==> src/rtl/timer_oc_defines.svh <==
`ifndef TIMER_OC_DEFINES_SVH
`define TIMER_OC_DEFINES_SVH

// Register byte offsets
`define TOC_OFS_COUNTER  8'h00
`define TOC_OFS_COMPARE  8'h04
`define TOC_OFS_CTRL1    8'h08
`define TOC_OFS_CTRL2    8'h0C
`define TOC_OFS_SRCSEL   8'h10
`define TOC_OFS_PINSEL   8'h14

// Control register 1 fields
`define TOC_C1_START     0
`define TOC_C1_STATUS    1
`define TOC_C1_TRST      2
`define TOC_C1_HFMT      3
`define TOC_C1_PM        4
`define TOC_C1_INTSEL    5

// Control register 2 fields
`define TOC_C2_CMPEN     0

// Count source select fields
`define TOC_SS_SRC_LSB   0
`define TOC_SS_SRC_MSB   1
`define TOC_SS_PRESC     2

// Output pin select fields
`define TOC_PS_MODE_LSB  0
`define TOC_PS_MODE_MSB  1
`define TOC_PS_CLK_LSB   2
`define TOC_PS_CLK_MSB   3
`define TOC_PS_PDATA     4
`define TOC_PS_PDIR      5
`define TOC_PS_PIN_IN    6

// Reset values and counts
`define TOC_COMPARE_RST  8'h00
`define TOC_PRESC_LAST   4'hF
`define TOC_COUNTER_WRAP 8'h00
`define TOC_F4_MASK      5'h03
`define TOC_F8_MASK      5'h07
`define TOC_F32_MASK     5'h1F
`define TOC_FC4_LAST     2'h3

`endif

==> src/rtl/timer_oc_pkg.sv <==
package timer_oc_pkg;

	typedef struct packed {
		logic f4;
		logic f8;
		logic f32;
		logic fc4;
	} tick_t;

	typedef struct packed {
		logic f2;
		logic fc;
		logic f4;
		logic f8;
	} level_t;

	typedef enum logic [1:0] {PIN_PORT, PIN_CLK, PIN_CMP} pin_mode_t;

	typedef struct packed {
		logic [4:0] cnt;
		logic       fc_lvl;
		logic [1:0] fc_cnt;
		tick_t      ticks;
	} div_state_t;

	typedef struct packed {
		logic [7:0]  counter;
		logic [7:0]  compare;
		logic [3:0]  presc;
		logic        half;
		logic        start;
		logic        status;
		logic        hfmt;
		logic        pm;
		logic        intsel;
		logic        cmp_en;
		logic [1:0]  src_sel;
		logic        presc_use;
		logic [1:0]  pin_mode;
		logic [1:0]  clk_sel;
		logic        port_data;
		logic        port_dir;
		logic        cmp_level;
		logic        irq;
		logic        pin_out;
		logic        pin_oe;
		logic [31:0] prdata;
		logic        ready;
		logic        slverr;
		logic [1:0]  pend;
	} oc_state_t;

endpackage

==> src/rtl/timer_output_compare.sv <==
// Decided for this implementation: the APB slave port and the placing of the registers.
`timescale 1ns/1ns
`include "timer_oc_defines.svh"

module timer_output_compare #(
	parameter int ADDR_W = 8
) (
	// Clock and reset
	input  wire logic              clk_sys,
	input  wire logic              rst_n,
	// APB slave
	input  wire logic              psel,
	input  wire logic              penable,
	input  wire logic              pwrite,
	input  wire logic [ADDR_W-1:0] paddr,
	input  wire logic [31:0]       pwdata,
	output logic      [31:0]       prdata,
	output logic                   pready,
	output logic                   pslverr,
	// Sub clock enable
	input  wire logic              fc_tick,
	// Timer interrupt request
	output logic                   irq_req,
	// Output pin
	input  wire logic              pin_in,
	output logic                   pin_out,
	output logic                   pin_oe
);

	timer_oc_pkg::oc_state_t st;
	timer_oc_pkg::oc_state_t next_st;
	timer_oc_pkg::tick_t     ticks;
	timer_oc_pkg::level_t    levels;

	logic       src_tick;
	logic       cnt_tick;
	logic       match;
	logic       stopped;
	logic       wr;
	logic       mapped;
	logic       trst;
	logic       clk_lvl;
	logic [7:0] addr;
	logic [31:0] rdata;

	clock_divider u_div (
		.clk_sys (clk_sys),
		.rst_n   (rst_n),
		.fc_tick (fc_tick),
		.ticks   (ticks),
		.levels  (levels)
	);

	assign addr = paddr[7:0];

	always_comb begin
		next_st = st;
		src_tick = 1'b0;
		cnt_tick = 1'b0;
		match = 1'b0;
		trst = 1'b0;
		clk_lvl = 1'b0;
		rdata = 32'h0000_0000;
		mapped = 1'b1;
		stopped = !st.start && !st.status;
		wr = psel && penable && pwrite && st.ready;
		next_st.irq = 1'b0;

		// Count source select
		case (st.src_sel)
			2'h0: src_tick = ticks.f4;
			2'h1: src_tick = ticks.f8;
			2'h2: src_tick = ticks.f32;
			default: src_tick = ticks.fc4;
		endcase

		// Start and stop follow on the next source cycle
		if (src_tick) begin
			next_st.status = st.start;
			if (st.status) begin
				next_st.half = ~st.half;
				if (st.half) begin
					if (!st.presc_use || st.presc == `TOC_PRESC_LAST) begin
						cnt_tick = 1'b1;
					end
					if (st.presc_use) begin
						next_st.presc = st.presc + 4'h1;
					end
				end
			end
		end

		// Counter and compare match
		if (cnt_tick) begin
			if (st.counter == st.compare) begin
				next_st.counter = `TOC_COUNTER_WRAP;
				match = 1'b1;
			end else begin
				next_st.counter = st.counter + 8'h01;
			end
		end
		if (match) begin
			next_st.irq = 1'b1;
			if (st.cmp_en) begin
				next_st.cmp_level = ~st.cmp_level;
			end
		end

		// Sync watch
		if (st.start == st.status) begin
			next_st.pend = 2'h0;
		end else if (src_tick && st.pend != 2'h3) begin
			next_st.pend = st.pend + 2'h1;
		end

		// Read mux
		case (addr)
			`TOC_OFS_COUNTER: rdata[7:0] = st.counter;
			`TOC_OFS_COMPARE: rdata[7:0] = st.compare;
			`TOC_OFS_CTRL1: begin
				rdata[`TOC_C1_START] = st.start;
				rdata[`TOC_C1_STATUS] = st.status;
				rdata[`TOC_C1_HFMT] = st.hfmt;
				rdata[`TOC_C1_PM] = st.pm;
				rdata[`TOC_C1_INTSEL] = st.intsel;
			end
			`TOC_OFS_CTRL2: rdata[`TOC_C2_CMPEN] = st.cmp_en;
			`TOC_OFS_SRCSEL: begin
				rdata[`TOC_SS_SRC_MSB:`TOC_SS_SRC_LSB] = st.src_sel;
				rdata[`TOC_SS_PRESC] = st.presc_use;
			end
			`TOC_OFS_PINSEL: begin
				rdata[`TOC_PS_MODE_MSB:`TOC_PS_MODE_LSB] = st.pin_mode;
				rdata[`TOC_PS_CLK_MSB:`TOC_PS_CLK_LSB] = st.clk_sel;
				rdata[`TOC_PS_PDATA] = st.port_data;
				rdata[`TOC_PS_PDIR] = st.port_dir;
				rdata[`TOC_PS_PIN_IN] = pin_in;
			end
			default: mapped = 1'b0;
		endcase

		// APB: one wait state, answer in the second access cycle
		if (st.ready) begin
			next_st.ready = 1'b0;
			next_st.slverr = 1'b0;
		end else if (psel && penable) begin
			next_st.ready = 1'b1;
			next_st.slverr = !mapped;
			next_st.prdata = pwrite ? 32'h0000_0000 : rdata;
		end

		// Register writes
		if (wr) begin
			case (addr)
				`TOC_OFS_COMPARE: begin
					if (stopped) begin
						next_st.compare = pwdata[7:0];
					end
				end
				`TOC_OFS_CTRL1: begin
					next_st.start = pwdata[`TOC_C1_START];
					next_st.hfmt = pwdata[`TOC_C1_HFMT];
					next_st.pm = pwdata[`TOC_C1_PM];
					next_st.intsel = pwdata[`TOC_C1_INTSEL];
					trst = pwdata[`TOC_C1_TRST];
				end
				`TOC_OFS_CTRL2: next_st.cmp_en = pwdata[`TOC_C2_CMPEN];
				`TOC_OFS_SRCSEL: begin
					next_st.src_sel = pwdata[`TOC_SS_SRC_MSB:`TOC_SS_SRC_LSB];
					next_st.presc_use = pwdata[`TOC_SS_PRESC];
				end
				`TOC_OFS_PINSEL: begin
					next_st.pin_mode = pwdata[`TOC_PS_MODE_MSB:`TOC_PS_MODE_LSB];
					next_st.clk_sel = pwdata[`TOC_PS_CLK_MSB:`TOC_PS_CLK_LSB];
					next_st.port_data = pwdata[`TOC_PS_PDATA];
					next_st.port_dir = pwdata[`TOC_PS_PDIR];
				end
				default: begin
					// Counter writes dropped
					next_st.counter = next_st.counter;
				end
			endcase
		end

		// Timer reset
		if (trst) begin
			next_st.presc = 4'h0;
			next_st.counter = 8'h00;
			next_st.half = 1'b0;
			next_st.cmp_level = 1'b0;
		end

		// Pin function
		case (st.clk_sel)
			2'h0: clk_lvl = levels.f2;
			2'h1: clk_lvl = levels.fc;
			2'h2: clk_lvl = levels.f4;
			default: clk_lvl = levels.f8;
		endcase
		case (timer_oc_pkg::pin_mode_t'(st.pin_mode))
			timer_oc_pkg::PIN_CLK: begin
				next_st.pin_out = clk_lvl;
				next_st.pin_oe = 1'b1;
			end
			timer_oc_pkg::PIN_CMP: begin
				next_st.pin_out = next_st.cmp_level;
				next_st.pin_oe = 1'b1;
			end
			default: begin
				next_st.pin_out = st.port_data;
				next_st.pin_oe = st.port_dir;
			end
		endcase
	end

	always_ff @(posedge clk_sys or negedge rst_n) begin
		if (!rst_n) begin
			st <= '0;
			st.compare <= `TOC_COMPARE_RST;
		end else begin
			st <= next_st;
		end
	end

	assign prdata = st.prdata;
	assign pready = st.ready;
	assign pslverr = st.slverr;
	assign irq_req = st.irq;
	assign pin_out = st.pin_out;
	assign pin_oe = st.pin_oe;

	// Assertions
	logic wr_cmp;
	logic wr_cnt;
	logic wr_trst;
	assign wr_cmp = wr && addr == `TOC_OFS_COMPARE;
	assign wr_cnt = wr && addr == `TOC_OFS_COUNTER;
	assign wr_trst = wr && addr == `TOC_OFS_CTRL1 && pwdata[`TOC_C1_TRST];

	property p_wrap;
		@(posedge clk_sys) disable iff (!rst_n)
		(cnt_tick && st.counter == st.compare && !wr_trst) |=> st.counter == 8'h00;
	endproperty
	a_wrap: assert property (p_wrap) else $error("counter did not wrap");

	property p_hold;
		@(posedge clk_sys) disable iff (!rst_n)
		(!st.status && !wr_trst) |=> st.counter == $past(st.counter);
	endproperty
	a_hold: assert property (p_hold) else $error("counter moved while stopped");

	property p_irq;
		@(posedge clk_sys) disable iff (!rst_n)
		irq_req |-> st.counter == 8'h00 && !$past(irq_req);
	endproperty
	a_irq: assert property (p_irq) else $error("irq without match");

	property p_toggle;
		@(posedge clk_sys) disable iff (!rst_n)
		(irq_req && $past(st.cmp_en) && !$past(wr_trst)) |-> st.cmp_level != $past(st.cmp_level);
	endproperty
	a_toggle: assert property (p_toggle) else $error("compare output not toggled");

	property p_trst_low;
		@(posedge clk_sys) disable iff (!rst_n)
		wr_trst |=> !st.cmp_level && st.counter == 8'h00 && st.presc == 4'h0;
	endproperty
	a_trst_low: assert property (p_trst_low) else $error("timer reset incomplete");

	property p_start_sync;
		@(posedge clk_sys) disable iff (!rst_n)
		(st.start && !st.status) |-> st.pend < 2'h2;
	endproperty
	a_start_sync: assert property (p_start_sync) else $error("status set too late");

	property p_stop_sync;
		@(posedge clk_sys) disable iff (!rst_n)
		(!st.start && st.status) |-> st.pend < 2'h2;
	endproperty
	a_stop_sync: assert property (p_stop_sync) else $error("status cleared too late");

	property p_cmp_lock;
		@(posedge clk_sys) disable iff (!rst_n)
		(wr_cmp && (st.start || st.status)) |=> $stable(st.compare);
	endproperty
	a_cmp_lock: assert property (p_cmp_lock) else $error("compare written while running");

	property p_cnt_ro;
		@(posedge clk_sys) disable iff (!rst_n)
		(wr_cnt && !cnt_tick) |=> $stable(st.counter);
	endproperty
	a_cnt_ro: assert property (p_cnt_ro) else $error("counter write took effect");

	property p_cmp_pin;
		@(posedge clk_sys) disable iff (!rst_n)
		(st.pin_mode == 2'h2) |=> pin_out == st.cmp_level && pin_oe;
	endproperty
	a_cmp_pin: assert property (p_cmp_pin) else $error("pin not driven by compare");

	property p_status_follow;
		@(posedge clk_sys) disable iff (!rst_n)
		src_tick |=> st.status == $past(st.start);
	endproperty
	a_status_follow: assert property (p_status_follow) else $error("status did not follow start");

	property p_level_hold;
		@(posedge clk_sys) disable iff (!rst_n)
		(!st.status && !wr_trst) |=> $stable(st.cmp_level);
	endproperty
	a_level_hold: assert property (p_level_hold) else $error("compare output moved while stopped");

	property p_presc_idle;
		@(posedge clk_sys) disable iff (!rst_n)
		(!st.presc_use && !wr_trst) |=> $stable(st.presc);
	endproperty
	a_presc_idle: assert property (p_presc_idle) else $error("prescaler moved while unused");

	c_match: cover property (@(posedge clk_sys) disable iff (!rst_n) irq_req);
	c_start: cover property (@(posedge clk_sys) disable iff (!rst_n) $rose(st.status));
	c_cmp_wr: cover property (@(posedge clk_sys) disable iff (!rst_n) wr_cmp && stopped);
	c_presc: cover property (@(posedge clk_sys) disable iff (!rst_n) irq_req && st.presc_use);
	c_clk_pin: cover property (@(posedge clk_sys) disable iff (!rst_n) st.pin_mode == 2'h1 && pin_oe);

endmodule // timer_output_compare

==> src/rtl/clock_divider.sv <==
`timescale 1ns/1ns
`include "timer_oc_defines.svh"

module clock_divider (
	// Clock and reset
	input  wire logic                   clk_sys,
	input  wire logic                   rst_n,
	// Sub clock enable
	input  wire logic                   fc_tick,
	// Rates
	output timer_oc_pkg::tick_t         ticks,
	output timer_oc_pkg::level_t        levels
);

	timer_oc_pkg::div_state_t st;
	timer_oc_pkg::div_state_t next_st;

	always_comb begin
		next_st = st;
		next_st.cnt = st.cnt + 5'h01;
		next_st.ticks.f4 = ((st.cnt & `TOC_F4_MASK) == `TOC_F4_MASK);
		next_st.ticks.f8 = ((st.cnt & `TOC_F8_MASK) == `TOC_F8_MASK);
		next_st.ticks.f32 = (st.cnt == `TOC_F32_MASK);
		next_st.ticks.fc4 = fc_tick && (st.fc_cnt == `TOC_FC4_LAST);
		if (fc_tick) begin
			next_st.fc_lvl = ~st.fc_lvl;
			next_st.fc_cnt = st.fc_cnt + 2'h1;
		end
	end

	always_ff @(posedge clk_sys or negedge rst_n) begin
		if (!rst_n) begin
			st <= '0;
		end else begin
			st <= next_st;
		end
	end

	assign ticks = st.ticks;
	assign levels.f2 = st.cnt[0];
	assign levels.fc = st.fc_lvl;
	assign levels.f4 = st.cnt[1];
	assign levels.f8 = st.cnt[2];

endmodule // clock_divider

==> config.mk <==
export PLATFORM = sky130hd
export DESIGN_NAME = timer_output_compare
export DESIGN_NICKNAME = d
export VERILOG_FILES = /design/src/rtl/timer_oc_pkg.sv /design/src/rtl/timer_output_compare.sv /design/src/rtl/clock_divider.sv
export VERILOG_INCLUDE_DIRS = /design/src /design/src/rtl
export SDC_FILE = /design/constraint.sdc
export NUM_CORES = 1
export LEC_CHECK = 0
export BUFFER_PORTS_ARGS = -buffer_cell sky130_fd_sc_hd__buf_2
export CORE_ASPECT_RATIO = 0.5
export CORE_UTILIZATION = 45
export CTS_BUF_LIST = sky130_fd_sc_hd__clkbuf_8
export DETAILED_ROUTE_END_ITERATION = 8
export GPL_ROUTABILITY_DRIVEN = 1
export GPL_TIMING_DRIVEN = 0
export PLACE_DENSITY = 0.71
export SLEW_MARGIN = 20
export SYNTH_ARGS = -nofsm -noshare
export SYNTH_HDL_FRONTEND = slang
export SYNTH_SLANG_ARGS = --single-unit
==> constraint.sdc <==
create_clock -name clk_sys -period 2.7 [get_ports clk_sys]
set_input_delay 0.405 -clock clk_sys [delete_from_list [all_inputs] [get_ports clk_sys]]
set_output_delay 0.405 -clock clk_sys [all_outputs]
set_load 0.02 [all_outputs]
==> flow_summary.yaml <==
outcome:
  outcome: "finished clean"
power_and_ir_drop:
  internal_power_uw: 1487
  power_density_nw_per_um2: 525.0
  p_sw_frac: 0.2638
  pwr-share-comb: 0.101
  power_frac_clock: 0.410
  leakagePower_uw: 0.001897
  pwr-share-seq: 0.489
  ir_worst_vdd_v: 0.0002461
  switching_power_uw: 533.1
timing:
  finalCritPeriodShare: 0.8521
  finalSetupViolations: 0
  slew_viol_final: 0
  tightest_slew_ns: 0.7637
  hold_viol: 0
  final.setup_skew_ns: 0.005311
  fmax_ghz: 0.4347
  rsz0062_at_grt: "false"
  slew_headroom: 0.4909
  tns_ns: 0
  finalCriticalPeriod_ns: 2.301
critical_path:
  crit_type: "reg2reg"
  crit_fanout: 10
  endpoint_kind: "register"
  critPathRequiredTime_ns: 2.96
  cp_data_arrival_time_ns: 2.56
  cp-start-kind: "register"
detailed_routing:
  via_count: 2391
  routed.top_layer: "met4"
  drtIter0Drc: 146
  postRouteAntennaNets: 0
  dr.pass1.iters: 5
  met2WireLength_um: 2997
  route.met3.wl_um: 350
  viasPerCell: 5.142
  drc: 0
  wirelength_um: 6520
  post_drt_wl_per_cell_um: 14.02
  wl_met1_um: 3105
floorplan:
  dieArea_um2: 7645
  design.portCount: 84
  start_util: 0.4777
  fp.dieW_um: 122.7
  placeableCoreArea_um2: 6858
  rows: 21
  die_h_um: 62.33
placed_design:
  portBuffers: 33
  gp_congestion: 0.8256
  placed_area_um2: 3645
  post-dp-hpwl_um: 4966
final_layout:
  mostFrequentLayoutCells: "dfrtp_1 (62), buf_2 (34), buf_4 (33), mux2_2 (24), conb_1 (24)"
  num_antenna_cells: 0
  seqCellArea_um2: 1551
  layout-drive-gt1-share: 0.3164
  fin_nets: 423
  fillerInstances: 579
  design_area_um2: 3849
  area_growth_syn_to_layout_pct: 17.49
  multiInputGateArea_um2: 1489
  layout_commonest_cell: "dfrtp_1"
cts:
  cts_sinks: 62
  post_cts_buffers: 0
  cts-buffers-inserted: 9
  cts_resized: 0
  clk_path_buf_depth: 2
  cts_tree: "yes"
  cts_max_level: 3
  clkLatencyLatePin_ns: 0.34
  root_buffer: "clkbuf_8"
  cts_hold_buf: 0
  path_clk_slew_ns: 0.08
global_routing:
  grt_usage: 0.1876
  grt_pass1_wl_um: 11030
  grt_pass1_vias: 2273
  grt_max_degree: 63
  antenna_found_initial: 0
  overflow: 0
synthesis:
  yosys-top-cells-area: "dfrtp_1 (47%), mux2_2 (8.3%), buf_4 (7.3%)"
  netlist_area_um2: 3276
  avgSynthCellArea_um2: 10.88
  ys.warnings.count: 0
  synthDominantCellAreaShare: 0.4736
  ys_async_sr_fraction: 1.000
  synthDistinctLibCells: 40
  synthCells: 301
  synth_top_area_cell: "dfrtp_1"
  ys_seq_area_frac: 0.4736
  synth_edf_count: 0
  ys_seq_elements: 62
  synth_ff_type: "dfrtp_1"
min_path:
  hold_path_class: "in2async"
run:
  drv_cap: 0
[cells by family (layout without fill, tap and decap cells)]
logic type	after synthesis	after routing	share of synthesized area
XOR/XNOR	16	16	0.04278
buffers and inverters	53	102	0.09816
AO/OA/AOI/OAI	46	46	0.08365
adder cells (fa/ha/maj)	8	8	0.03056
other	1	24	0.001145
flip-flops	62	62	0.4736
AND/OR/NAND/NOR	79	79	0.1318
multiplexers	36	36	0.1383
[cells in the mapped netlist (2+ instances only)]
master and instances:
dfrtp_1 62, buf_4 32, mux2_2 24, nand2_1 22
a21oi_1 17, nor2_1 17, o21ai_0 15, xor2_1 13
inv_1 12, ha_1 8, nand3_1 8, mux2i_1 7
clkbuf_1 6, and3_1 5, mux4_2 5, nor3_1 5
a22oi_1 4, nand3b_1 4, nand4_1 3, xnor2_1 3
a211oi_1 2, and2_1 2, buf_2 2, nand2b_1 2
nor4_4 2, o2111ai_1 2, o41ai_1 2, or2_2 2
or3_1 2
[metrics by stage]
step	util	cells	worst slack, ns	hold slack, ns	total power, µW
2_1_floorplan	-	324	0.7281	0.1094	1142
3_3_place_gp	0.5311	449	0.3997	0.4564	1201
3_5_place_dp	0.5315	449	0.3553	0.4614	1212
4_1_cts	0.5612	465	0.4141	0.1619	2039
5_1_grt	0.5612	465	0.2751	0.2114	2113
6_report	0.5612	465	0.3994	0.1474	2020
[path summary, 6_finish.rpt]
check	end	startpoint	slack (ns)	cells after the start
setup reg to reg	pin_out$_DFF_PN0_	st[73]$_DFFE_PN0P_	0.40	5
max in group asynchronous	prdata[5]$_DFFE_PN0P_	rst_n	2.06	1
setup / recovery	pin_out$_DFF_PN0_	st[73]$_DFFE_PN0P_	0.40	5
hold reg to reg	u_div.st[10]$_DFF_PN0_	u_div.st[10]$_DFF_PN0_	0.47	1
min in group clk_sys	u_div.st[4]$_DFFE_PN0P_	fc_tick	0.30	2
hold / removal	st[57]$_DFFE_PN0P_	rst_n	0.15	1
[power groups by stage]
stage	logic, µW	registers [µW]	clock network, µW
after floorplan	138	1000	0
after global placement	196	1000	0
after detailed placement	206	1010	0
after CTS	205	988	846
after global routing	230	993	889
final	203	988	829
[state kept, by name, summed over array words and instances, names as in the netlist]
signal,count
u_div.ticks,4
pin_oe,1
u_div.levels,4
pslverr,1
st,37
irq_req,1
u_div.st,4
pready,1
pin_out,1
prdata,8
[critical path: stages (launching register included)]
cell	delay, ns
dfrtp_1	0.46
xor2_1	0.22
nor4_4	0.60
nand4_2	0.23
or4b_1	0.52
a32oi_1	0.21
[routing by layer]
metal  vias to the layer above  GRT usage
met2                        80     0.2956
met3                         8    0.03952
met1                      1167     0.2573
met5                         -          0
li1                       1136          -
met4                         0    0.06250
[layout make-up]
cell class / instances / share of cell area
multi-input combinational: 209 / 0.3869
buffer: 41 / 0.07185
timing repair buffer: 33 / 0.04356
clock buffer: 9 / 0.03218
inverter: 12 / 0.01170
tap: 92 / 0.02991
sequential: 62 / 0.4031
clock inverter: 7 / 0.02081
Note: power is estimated with default switching activity, not from simulation.
